==> src/pend_set_consts.svh <==
// constants for the upper pending-set block and its register window
`ifndef PEND_SET_CONSTS_SVH
`define PEND_SET_CONSTS_SVH

`define WORD_BITS     32
`define MID_BITS      32
`define HIGH_BITS     14
`define ALL_BITS      46
`define FIRST_IRQ     32
`define ADDR_BITS     8

`define OFF_PS_MID    8'h00
`define OFF_PS_HIGH   8'h04
`define OFF_PC_MID    8'h08
`define OFF_PC_HIGH   8'h0C
`define OFF_ES_MID    8'h10
`define OFF_ES_HIGH   8'h14
`define OFF_EC_MID    8'h18
`define OFF_EC_HIGH   8'h1C

`define HTRANS_NONSEQ 2'h2
`define HSIZE_WORD    3'h2
`define HRESP_OKAY    1'h0
`define RDATA_RESET   32'h00000000

`endif

==> src/pend_set_pkg.sv <==
// types shared by the pending-set block and its bus port
`include "pend_set_consts.svh"

package pend_set_pkg;

  typedef struct packed {
    logic                    valid;
    logic [`ADDR_BITS-1:0]   addr;
    logic [`WORD_BITS-1:0]   data;
  } reg_wr_t;

  typedef struct packed {
    logic                    valid;
    logic [`ADDR_BITS-1:0]   addr;
  } reg_rd_t;

endpackage : pend_set_pkg
==> src/ahb_reg_port.sv <==
// ahb-lite slave front end: zero wait states, registered read data
`timescale 1ns/10ps
`include "pend_set_consts.svh"

module ahb_reg_port
  import pend_set_pkg::*;
(
  // clock and reset
  input  wire logic                  clk_i,
  input  wire logic                  rst_i,
  // ahb-lite slave side
  input  wire logic                  hsel_i,
  input  wire logic [31:0]           haddr_i,
  input  wire logic [1:0]            htrans_i,
  input  wire logic                  hwrite_i,
  input  wire logic [2:0]            hsize_i,
  input  wire logic                  hready_i,
  input  wire logic [`WORD_BITS-1:0] hwdata_i,
  output logic      [`WORD_BITS-1:0] hrdata_o,
  output logic                       hreadyout_o,
  output logic                       hresp_o,
  // register side
  output reg_wr_t                    wr_o,
  output reg_rd_t                    rd_o,
  input  wire logic [`WORD_BITS-1:0] rd_data_i
);

  logic                  wr_pend;
  logic [`ADDR_BITS-1:0] wr_addr;

  // only whole-word transfers touch the registers; others complete quietly
  wire addr_ok = hsel_i && hready_i && htrans_i == `HTRANS_NONSEQ
                 && hsize_i == `HSIZE_WORD;

  assign rd_o.valid  = addr_ok && !hwrite_i;
  assign rd_o.addr   = haddr_i[`ADDR_BITS-1:0];
  assign wr_o.valid  = wr_pend;
  assign wr_o.addr   = wr_addr;
  assign wr_o.data   = hwdata_i;
  assign hreadyout_o = 1'b1;
  assign hresp_o     = `HRESP_OKAY;

  always_ff @(posedge clk_i or posedge rst_i)
  begin
    if (rst_i)
    begin
      wr_pend  <= 1'b0;
      wr_addr  <= '0;
      hrdata_o <= `RDATA_RESET;
    end
    else
    begin
      wr_pend <= addr_ok && hwrite_i;
      wr_addr <= haddr_i[`ADDR_BITS-1:0];
      if (rd_o.valid)
        hrdata_o <= rd_data_i;
    end
  end

endmodule : ahb_reg_port

==> src/interrupt_pend_set_upper.sv <==
// pending-set logic for interrupts 32 to 77 with its register window
`timescale 1ns/10ps
`include "pend_set_consts.svh"

module interrupt_pend_set_upper
  import pend_set_pkg::*;
(
  // clock and reset
  input  wire logic                  clk_i,
  input  wire logic                  rst_i,
  // ahb-lite register bus
  input  wire logic                  hsel_i,
  input  wire logic [31:0]           haddr_i,
  input  wire logic [1:0]            htrans_i,
  input  wire logic                  hwrite_i,
  input  wire logic [2:0]            hsize_i,
  input  wire logic                  hready_i,
  input  wire logic [`WORD_BITS-1:0] hwdata_i,
  output logic      [`WORD_BITS-1:0] hrdata_o,
  output logic                       hreadyout_o,
  output logic                       hresp_o,
  // interrupt sources and core status, bit k is interrupt 32+k
  input  wire logic [`ALL_BITS-1:0]  irq_i,
  input  wire logic [`ALL_BITS-1:0]  active_i,
  // state towards the priority logic
  output logic      [`ALL_BITS-1:0]  pending_o,
  output logic      [`ALL_BITS-1:0]  enabled_o
);

  reg_wr_t wr;
  reg_rd_t rd;

  function automatic logic hit(input logic [`ADDR_BITS-1:0] a,
                               input logic [`ADDR_BITS-1:0] off);
    hit = (a == off);
  endfunction : hit

  // write strobes
  wire wr_ps_mid  = wr.valid && hit(wr.addr, `OFF_PS_MID);
  wire wr_ps_high = wr.valid && hit(wr.addr, `OFF_PS_HIGH);
  wire wr_pc_mid  = wr.valid && hit(wr.addr, `OFF_PC_MID);
  wire wr_pc_high = wr.valid && hit(wr.addr, `OFF_PC_HIGH);
  wire wr_es_mid  = wr.valid && hit(wr.addr, `OFF_ES_MID);
  wire wr_es_high = wr.valid && hit(wr.addr, `OFF_ES_HIGH);
  wire wr_ec_mid  = wr.valid && hit(wr.addr, `OFF_EC_MID);
  wire wr_ec_high = wr.valid && hit(wr.addr, `OFF_EC_HIGH);

  wire [`MID_BITS-1:0]  wd_mid  = wr.data[`MID_BITS-1:0];
  wire [`HIGH_BITS-1:0] wd_high = wr.data[`HIGH_BITS-1:0];

  // a write of zero yields an all-zero request vector, so nothing moves
  wire [`MID_BITS-1:0]  set_mid  = wr_ps_mid  ? wd_mid  : '0;
  wire [`HIGH_BITS-1:0] set_high = wr_ps_high ? wd_high : '0;
  wire [`MID_BITS-1:0]  clr_mid  = wr_pc_mid  ? wd_mid  : '0;
  wire [`HIGH_BITS-1:0] clr_high = wr_pc_high ? wd_high : '0;
  wire [`MID_BITS-1:0]  ens_mid  = wr_es_mid  ? wd_mid  : '0;
  wire [`HIGH_BITS-1:0] ens_high = wr_es_high ? wd_high : '0;
  wire [`MID_BITS-1:0]  enc_mid  = wr_ec_mid  ? wd_mid  : '0;
  wire [`HIGH_BITS-1:0] enc_high = wr_ec_high ? wd_high : '0;

  wire [`MID_BITS-1:0]  pend_mid;
  wire [`HIGH_BITS-1:0] pend_high;
  wire [`MID_BITS-1:0]  en_mid;
  wire [`HIGH_BITS-1:0] en_high;

  wire [`MID_BITS-1:0]  irq_mid   = irq_i[`MID_BITS-1:0];
  wire [`HIGH_BITS-1:0] irq_high  = irq_i[`ALL_BITS-1:`MID_BITS];
  wire [`MID_BITS-1:0]  act_mid   = active_i[`MID_BITS-1:0];
  wire [`HIGH_BITS-1:0] act_high  = active_i[`ALL_BITS-1:`MID_BITS];

  assign pending_o = {pend_high, pend_mid};
  assign enabled_o = {en_high, en_mid};

  // read mux: both pend words show pending, both enable words show enable
  wire [`WORD_BITS-1:0] high_pend_word =
    {{(`WORD_BITS-`HIGH_BITS){1'b0}}, pend_high};
  wire [`WORD_BITS-1:0] high_en_word =
    {{(`WORD_BITS-`HIGH_BITS){1'b0}}, en_high};
  wire rd_pend_mid  = hit(rd.addr, `OFF_PS_MID)
                      || hit(rd.addr, `OFF_PC_MID);
  wire rd_pend_high = hit(rd.addr, `OFF_PS_HIGH)
                      || hit(rd.addr, `OFF_PC_HIGH);
  wire rd_en_mid    = hit(rd.addr, `OFF_ES_MID)
                      || hit(rd.addr, `OFF_EC_MID);
  wire rd_en_high   = hit(rd.addr, `OFF_ES_HIGH)
                      || hit(rd.addr, `OFF_EC_HIGH);
  logic [`WORD_BITS-1:0] rd_data;

  always_comb
  begin
    if (rd_pend_mid)
      rd_data = pend_mid;
    else if (rd_pend_high)
      rd_data = high_pend_word;
    else if (rd_en_mid)
      rd_data = en_mid;
    else if (rd_en_high)
      rd_data = high_en_word;
    else
      rd_data = '0;
  end

  ahb_reg_port u_port (
    .clk_i       (clk_i),
    .rst_i       (rst_i),
    .hsel_i      (hsel_i),
    .haddr_i     (haddr_i),
    .htrans_i    (htrans_i),
    .hwrite_i    (hwrite_i),
    .hsize_i     (hsize_i),
    .hready_i    (hready_i),
    .hwdata_i    (hwdata_i),
    .hrdata_o    (hrdata_o),
    .hreadyout_o (hreadyout_o),
    .hresp_o     (hresp_o),
    .wr_o        (wr),
    .rd_o        (rd),
    .rd_data_i   (rd_data)
  );

  // the banks hold the enable gate, the serviced guard and set priority
  pend_bank #(.W(`MID_BITS)) u_mid (
    .clk_i    (clk_i),
    .rst_i    (rst_i),
    .hw_set_i (irq_mid),
    .sw_set_i (set_mid),
    .sw_clr_i (clr_mid),
    .en_set_i (ens_mid),
    .en_clr_i (enc_mid),
    .active_i (act_mid),
    .pend_o   (pend_mid),
    .en_o     (en_mid)
  );

  pend_bank #(.W(`HIGH_BITS)) u_high (
    .clk_i    (clk_i),
    .rst_i    (rst_i),
    .hw_set_i (irq_high),
    .sw_set_i (set_high),
    .sw_clr_i (clr_high),
    .en_set_i (ens_high),
    .en_clr_i (enc_high),
    .active_i (act_high),
    .pend_o   (pend_high),
    .en_o     (en_high)
  );

  // checks

  wire rd_ps_mid  = rd.valid && hit(rd.addr, `OFF_PS_MID);
  wire rd_ps_high = rd.valid && hit(rd.addr, `OFF_PS_HIGH);
  wire rd_pc_mid  = rd.valid && hit(rd.addr, `OFF_PC_MID);
  wire rd_pc_high = rd.valid && hit(rd.addr, `OFF_PC_HIGH);
endmodule : interrupt_pend_set_upper

==> src/pend_bank.sv <==
// one bank of pending and enable flags
`timescale 1ns/10ps

module pend_bank #(
  parameter int W = 32
) (
  // clock and reset
  input  wire logic         clk_i,
  input  wire logic         rst_i,
  // requests and service status, one bit per interrupt
  input  wire logic [W-1:0] hw_set_i,
  input  wire logic [W-1:0] sw_set_i,
  input  wire logic [W-1:0] sw_clr_i,
  input  wire logic [W-1:0] en_set_i,
  input  wire logic [W-1:0] en_clr_i,
  input  wire logic [W-1:0] active_i,
  // state
  output logic      [W-1:0] pend_o,
  output logic      [W-1:0] en_o
);

  // a software pend only lands on an enabled line; a serviced line
  // ignores a clear, and any set in the same cycle beats the clear
  wire [W-1:0] set_bits  = hw_set_i | (sw_set_i & en_o);
  wire [W-1:0] clr_bits  = sw_clr_i & ~active_i;
  wire [W-1:0] next_pend = (pend_o & ~clr_bits) | set_bits;
  wire [W-1:0] next_en   = (en_o & ~en_clr_i) | en_set_i;

  // pending state is undefined by contract; zero is simply convenient
  always_ff @(posedge clk_i or posedge rst_i)
  begin
    if (rst_i)
    begin
      pend_o <= '0;
      en_o   <= '0;
    end
    else
    begin
      pend_o <= next_pend;
      en_o   <= next_en;
    end
  end

endmodule : pend_bank

==> config.mk <==
export PLATFORM = sky130hd
export DESIGN_NAME = interrupt_pend_set_upper
export DESIGN_NICKNAME = d
export VERILOG_FILES = /design/src/pend_set_pkg.sv /design/src/ahb_reg_port.sv /design/src/interrupt_pend_set_upper.sv /design/src/pend_bank.sv
export VERILOG_INCLUDE_DIRS = /design/src
export SDC_FILE = /design/constraint.sdc
export NUM_CORES = 1
export LEC_CHECK = 0
export CAP_MARGIN = 10
export CORE_AREA = 2 2 114 116
export DETAILED_ROUTE_END_ITERATION = 10
export DIE_AREA = 0 0 116 118
export DONT_BUFFER_PORTS = 1
export GPL_TIMING_DRIVEN = 1
export PLACE_DENSITY = 0.8
export SLEW_MARGIN = 10
export SYNTH_ARGS = -nofsm -noshare
export SYNTH_HDL_FRONTEND = slang
export SYNTH_SLANG_ARGS = --single-unit
export TNS_END_PERCENT = 50
==> constraint.sdc <==
create_clock -name clk_i -period 4.19 [get_ports clk_i]
set_input_delay 0 -clock clk_i [delete_from_list [all_inputs] [get_ports clk_i]]
set_output_delay 0 -clock clk_i [all_outputs]
set_load 0.05 [all_outputs]
==> results by group, run 1 <==
Run status
  • Status: finished, final reports clean

CTS
  • Resize count post-CTS: 0
  • Clk sink count: approximately 130
  • Num CTS Buffers: 17
  • Latest clock arrival within the worst-skew pair: between 0.4 and 0.5 ns
  • Root Driver: clkbuf_16
  • CTS tree: done
  • # Post-CTS Setup Buffers: 0
  • Post-cts hold buffer count: 136
  • H-tree levels: 4
  • Clk buf depth: 2
  • Clock transition at path regs: 0.05 ns

Critical path
  • CP bufs+invs: 2
  • Startpoint types: flop
  • Setup crit end kind: flop
  • CP peak stage delay: between 1 and 1.5 ns
  • Crit-path cells: buf_4 -> and2_0 -> a41oi_1 -> a311o_1 -> dlygate4sd3_1
  • Cell family with most CP delay: buffers and inverters
  • Worst setup path class: reg2reg
  • CP max FO: 50
  • WP data required: between 4 and 5 ns
  • Critical Path AT: roughly 3.6 ns
  • Setup crit start: u_port.wr_addr[3]
  • Slowest cell on crit path: and2_0
  • FF-to-FF Start: u_port.wr_addr[3]

Power and ir drop
  • Clock power share: 48.1%
  • Switch Pwr: between 600 and 700 µW
  • Sw Share: 22.2%
  • Cell-internal power: approximately 2.3 mW
  • Sequential Power Share: 44.6%
  • VDD IR max: 0.241 mV
  • Gate power share: 7.3%
  • Static leakage: 3.84 nW
  • Pwr Density: 329 nW/µm²

Synth
  • Mapped Cells: 665
  • Async S/R FF share, synth: 100%
  • Synth Flop Type: dfrtp_1
  • Number of synthesized flops with an enable pin: 0
  • Distinct cells, synth: 34
  • Top cell type's share of synthesized area: 48.4%
  • Synth warn: 0
  • Synth area leader: dfrtp_1
  • Commonest cells post-synth: dfrtp_1, mux2i_1, inv_1
  • Syn_nets: approximately 830
  • Syn_area_per_cell: roughly 10 µm²
  • Count leader, synth: dfrtp_1
  • Flops & latches, synth: roughly 130
  • Seq/Total Area, Yosys: 48.4%
  • Area contributors post-synth: dfrtp_1, mux2i_1, a221o_1
  • Synthesized cell area: 6870 µm²

STA
  • Final Setup Violations: 0
  • Min cycle time layout: 3.27 ns
  • Setup TNS: 0 ns
  • Final Max Slew Viols: 0
  • Fin crit share: 78.0%
  • Slew headroom: 20.1%
  • Achievable Freq: 306 MHz
  • Hold Violations, Final: 0
  • Worst Skew: 0.00446 ns
  • Slew @ Worst Pin: 1.20 ns
  • RSZ-0062 raised after global routing: no

GRT
  • First-pass GRT wire length: 38600 µm
  • All-Layer GR Usage: 37.4%
  • Grt ovf: 0
  • Largest net degree at the start of global routing: 89
  • Vias in the first global route: 6998
  • Initial antenna violation count: 0

Floorplanning
  • Die W: about 120 µm
  • Cell Rows: about 40
  • Die footprint: approximately 14000 µm²
  • Core box area: 12400 µm²
  • Die Y: 118 µm
  • Boundary pin count: 292
  • Effective utilization at floorplan: 55.3%

Drt
  • First-pass iteration count of the detailed router: 5
  • Antenna-violating nets left: 0
  • Initial drt markers: 648
  • Wire per inst: 27.0 µm
  • Residual DRC count: 0
  • Post-Route WL: between 20000 and 30000 µm
  • Routed via count: 6487
  • Drt via density: ~6.8

Worst hold path
  • Hold_sp: haddr_i[4]
  • Hold Crit Class: in2reg

Layout
  • # nets final: around 940
  • Area Overhead vs Synth: 29.5%
  • Antenna Cells: 0
  • Util after Layout: 71.6%
  • Layout cells sized above 1: 6.27%

Place
  • HPWL Detailed: 13700 µm
  • Port Buffer Count: 0
  • GPL Wtd Cong: around 0.83

Job
  • Maxcap violations: 0
-- path summary, 6_finish.rpt --
kind                                 endpoint  slack, ns  depth (start not counted)
max                          u_high.pend_o[4]       0.92                          5
min                        u_port.hrdata_o[1]       0.05                          3
max reg2reg                  u_high.pend_o[4]       0.92                          5
min reg2reg                     u_mid.en_o[6]       0.79                          3
max in group asynchronous   u_port.wr_addr[3]       2.75                          3
min in group asynchronous       u_mid.en_o[2]       0.25                          2
-- tightest hold or removal path: cells and delay by family --
| kind | cells | cell delay (ns) |
|---|---|---|
| AOI/OAI and AO/OA | 2 | 0.21 |
| muxes | 1 | 0.19 |
-- layout by cell type (no fill, tap or decap), drive strengths merged --
cell type | synthesis | routed
or2 | 2 | 2
a221o | 31 | 31
or3 | 1 | 1
conb | 2 | 2
buf | 14 | 13
a311o | 14 | 14
mux2i | 78 | 78
nand4 | 32 | 32
and2 | 32 | 32
clkbuf | 49 | 27
a41oi | 14 | 14
bufinv | 0 | 1
o2bb2ai | 14 | 14
nor4 | 15 | 15
nand3 | 46 | 46
and4b | 2 | 2
nand2b | 1 | 1
dlygate4sd3 | 0 | 135
inv | 61 | 61
clkinv | 0 | 3
or4 | 2 | 2
nand4b | 1 | 1
o31ai | 32 | 32
and3 | 2 | 2
nand4bb | 2 | 2
dfrtp | 133 | 133
a211o | 1 | 1
nor2 | 2 | 2
o21ai | 32 | 32
nor2b | 47 | 47
nor3b | 1 | 1
nor4bb | 2 | 2
-- cell families (layout without fill, tap and decap cells) --
| group | count (synthesis) | count (layout) | share of synthesized area (%) |
|---|---|---|---|
| flip-flops | 133 | 133 | 48.4 |
| other | 2 | 2 | 0.109 |
| buffers and inverters | 124 | 240 | 7.16 |
| AND/OR/NAND/NOR | 190 | 190 | 16.8 |
| multiplexers | 78 | 78 | 11.4 |
| AO/OA/AOI/OAI | 138 | 138 | 16.1 |
-- power groups by stage --
| stage | logic [mW] | registers, mW | clock network (mW) |
|---|---|---|---|
| floorplan | 0.100 | 1.32 | 0 |
| global placement | 0.114 | 1.33 | 0 |
| detailed placement | 0.116 | 1.33 | 0 |
| CTS | 0.206 | 1.30 | 1.42 |
| global route | 0.226 | 1.30 | 1.49 |
| finish | 0.214 | 1.30 | 1.41 |
-- flip-flops by register name, summed over array words and instances, names as in the netlist --
| register | count |
|---|---|
| u_port.hrdata_o | 32 |
| u_high.pend_o | 14 |
| u_mid.en_o | 32 |
| u_mid.pend_o | 32 |
| u_port.wr_addr | 8 |
| u_high.en_o | 14 |
| u_port.wr_pend | 1 |
-- layout make-up --
type / instances / area (µm²)
multi-input cells: 408 / 3090
well taps: 172 / 215
inverters: 61 / 234
flip-flops and latches: 133 / 3330
clock buffers: 27 / 513
fillers: 825 / 3520
clock inverters: 4 / 45.0
repair buffers: 148 / 1470
-- through the flow --
stage                     worst slack, ns  instance area, µm²  instances  power, mW  hold slack [ns]
after floorplan                     0.636                6870        665       1.42           0.0314
after global placement               1.72                6960        786       1.44           0.0316
after detailed placement             1.63                6960        786       1.44           0.0316
after CTS                            1.08                8890        953       2.93           0.0211
after global routing                0.817                8890        953       3.02           0.0281
final                               0.920                8890        953       2.92           0.0451
-- layer usage --
metal,wire length (µm),GRT usage (%)
met1,8970,42.2
met2,12300,59.0
met5,0,0.392
met4,1350,23.7
met3,3090,14.1
(Power assumes the default switching activity.)
==> inputs of run 2 (changes only) <==
--- a/config.mk
+++ b/config.mk
@@ -7,12 +7,12 @@
 export NUM_CORES = 1
 export LEC_CHECK = 0
 export CAP_MARGIN = 10
-export CORE_AREA = 2 2 114 116
+export CORE_AREA = 2 2 112 114
 export DETAILED_ROUTE_END_ITERATION = 10
-export DIE_AREA = 0 0 116 118
+export DIE_AREA = 0 0 114 116
 export DONT_BUFFER_PORTS = 1
 export GPL_TIMING_DRIVEN = 1
-export PLACE_DENSITY = 0.8
+export PLACE_DENSITY = 0.85
 export SLEW_MARGIN = 10
 export SYNTH_ARGS = -nofsm -noshare
 export SYNTH_HDL_FRONTEND = slang
==> constraint.sdc (replaced) <==
create_clock -name clk_i -period 2.9 [get_ports clk_i]
set_input_delay 0 -clock clk_i [delete_from_list [all_inputs] [get_ports clk_i]]
set_output_delay 0 -clock clk_i [all_outputs]
set_load 0.05 [all_outputs]
==> run 2 against run 1 <==
Clock power is 46% higher. Final area is 0.39% higher. Setup slack worse by 0.74 ns. Routed wire length is 4.3% higher. Utilization is 3.3 points higher. Total power is 46% higher. Largest power group unchanged. Combinational power is 49% higher. Non-clock buffer count is 7 higher. Largest cell class unchanged. Critical path depth is 1 higher.
==> results by group, run 2 (synthesized netlist as in run 1, its figures left out) <==
Run status
  • Status: finished, final reports clean

CTS
  • Num CTS Buffers: 17 (unchanged)
  • Root Driver: clkbuf_16
  • CTS tree: done
  • Latest clock arrival within the worst-skew pair: 0.41 ns (about the same)
  • Resize count post-CTS: 0 (unchanged)
  • Clock transition at path regs: 0.06 ns (about the same)
  • H-tree levels: 4 (unchanged)
  • Clk buf depth: 2 (unchanged)
  • # Post-CTS Setup Buffers: 0 (unchanged)
  • Clk sink count: 133 (unchanged)

Job
  • Maxcap violations: 0 (unchanged)

Critical path
  • WP data required: 3.19 ns (-1.29 ns)
  • Setup slack, reg-to-reg: 0.18 ns (-0.74 ns)
  • CP max FO: 35 (-30%)
  • FF-to-FF Start: u_port.wr_addr[0]
  • CP peak stage delay: 0.57 ns (-0.44 ns)
  • Crit-path cells: nor3b_2 -> buf_4 -> buf_4 -> nand4_1 -> a221o_1 -> dlygate4sd3_1
  • Cell mode on critical path: buf_4
  • Worst setup path class: reg2reg
  • Startpoint types: flop
  • Slowest cell on crit path: dlygate4sd3_1
  • RR Endpoint: u_mid.pend_o[7]
  • Setup crit end kind: flop
  • Critical Path AT: 3.01 ns (-0.55 ns)
  • Worst r2r path cells: 6 (+1)

STA
  • Achievable Freq: 368 MHz (+20%)
  • Final WS setup: 0.182 ns (-0.738 ns)
  • Slew @ Worst Pin: 0.796 ns (-0.402 ns)
  • Final Max Slew Viols: 0 (unchanged)
  • Min cycle time layout: 2.72 ns (-0.552 ns)
  • Setup TNS: 0 ns (unchanged)
  • Hold Violations, Final: 0 (unchanged)
  • RSZ-0062 raised after global routing: no
  • Fin crit share: 93.7% (+16 points)
  • Hold_ws: 0.0140 ns (-0.0311 ns)
  • Slew headroom: 46.9% (+27 points)
  • Worst Skew: 0.00944 ns (+0.00497 ns)
  • Final Setup Violations: 0 (unchanged)

Floorplanning
  • Boundary pin count: 292 (unchanged)
  • Die Y: 116 µm (-1.7%)
  • Die footprint: 13200 µm² (-3.4%)
  • Effective utilization at floorplan: 57.7% (+2.3 points)
  • Core box area: 11900 µm² (-4.1%)
  • Die W: 114 µm (-1.7%)
  • Cell Rows: 40 (-2.4%)

Layout
  • Commonest non-fill, non-tap cell in the layout: dlygate4sd3_1
  • # nets final: 942 (+0.75%)
  • Fin cells: 934 (-2.0%)
  • Util after Layout: 75.0% (+3.3 points)
  • Antenna Cells: 0 (unchanged)
  • Area Overhead vs Synth: 30.0%
  • Post-route cell area: 8930 µm² (+0.39%)
  • Layout cells sized above 1: 6.61% (+0.33 points)
  • Most frequent cells in the layout: dlygate4sd3_1, dfrtp_1, mux2i_1, inv_1
  • Regs by FF count: u_mid.en_o x32, u_mid.pend_o x32, u_port.hrdata_o x32

Power and ir drop
  • Pwr Total: 4.27 mW (+46%)
  • Static leakage: 3.86 nW (+0.64%)
  • VDD IR max: 0.440 mV (+82%)
  • Pwr Density: 478 nW/µm² (+45%)

Drt
  • Residual DRC count: 0 (unchanged)
  • Drt via density: 7.21 (+6.0%)
  • Post-Route WL: 26900 µm (+4.3%)
  • Initial drt markers: 903 (+39%)
  • Wire per inst: 28.8 µm (+6.4%)
  • First-pass iteration count of the detailed router: 5 (unchanged)
  • Antenna-violating nets left: 0 (unchanged)
  • Routed via count: 6736 (+3.8%)

GRT
  • All-Layer GR Usage: 41.0% (+3.6 points)
  • Vias in the first global route: 7139 (+2.0%)
  • Initial antenna violation count: 0 (unchanged)
  • First-pass GRT wire length: 40400 µm (+4.4%)
  • Grt ovf: 0 (unchanged)
  • Largest net degree at the start of global routing: 64 (-28%)

Worst hold path
  • Hold EP: u_port.hrdata_o[5]
  • Hold_sp: haddr_i[4]
  • Hold Crit Class: in2reg
  • WHS Path Cells: 3 (unchanged)

Place
  • HPWL Detailed: 14100 µm (+3.4%)
  • Port Buffer Count: 0 (unchanged)
  • DP Area: 6990 µm² (+0.43%)
  • Placed Cells: 766 (-2.5%)
  • GPL Wtd Cong: 0.824 (-0.95%)
  • Post-Place Worst Slack: 0.706 ns (-0.928 ns)
## run 2: cell count changes in the layout (fill, tap and decap cells not counted), sizes merged
| cell | change |
|---|---|
| dlygate4sd3 | +2 |
| bufinv | +1 |
| buf | +5 |
| inv | -1 |
| clkinvlp | +1 |
| clkbuf | -2 |
## run 2: worst max path at each step
stage	startpoint	to	cells past startpoint	slack, ns
finish	u_port.wr_addr[0]	u_mid.pend_o[7]	6	0.18
global route	u_port.wr_addr[5]	u_mid.pend_o[7]	5	0.08
CTS	u_port.wr_addr[5]	u_high.pend_o[12]	5	0.27
detailed placement	haddr_i[1]	u_port.hrdata_o[2]	3	0.71
global placement	haddr_i[1]	u_port.hrdata_o[11]	3	0.76
floorplan	u_port.wr_addr[5]	u_mid.pend_o[27]	5	1.06
## run 2: metal layers
layer	GRT usage, %	vias up	wire [µm]
met2	68.8	653	13200
met3	17.3	123	3160
met5	0	-	0
met4	23.3	0	1230
li1	-	2676	-
met1	43.8	3284	9240
## run 2: report_power, final
part / internal, mW / switching [mW]
Clock: 1.30 / 0.767
Sequential: 1.87 / 0.0230
Combinational: 0.143 / 0.175
## run 2: cell type report
class                           instances  area, µm²
Sequential cell                       133       3330
Multi-Input combinational cell        408       3090
Fill cell                             740       2980
Timing Repair Buffer                  155       1540
Clock buffer                           25        475
Inverter                               61        233
Tap cell                              147        184
Clock inverter                          5       75.1
## run 2: critical path, delay by kind of cell, from the launching register on
| kind | cells | cell delay (ns) |
|---|---|---|
| buffers and inverters | 3 | 1.31 |
| flip-flops | 1 | 0.45 |
| AO/OA/AOI/OAI | 1 | 0.42 |
| AND/OR/NAND/NOR | 2 | 0.41 |
## run 2: what timing repair did
action,4_1_cts,5_1_grt
setup endpoints to repair,0,0
hold buffers,138,0
hold endpoints to repair,247,0
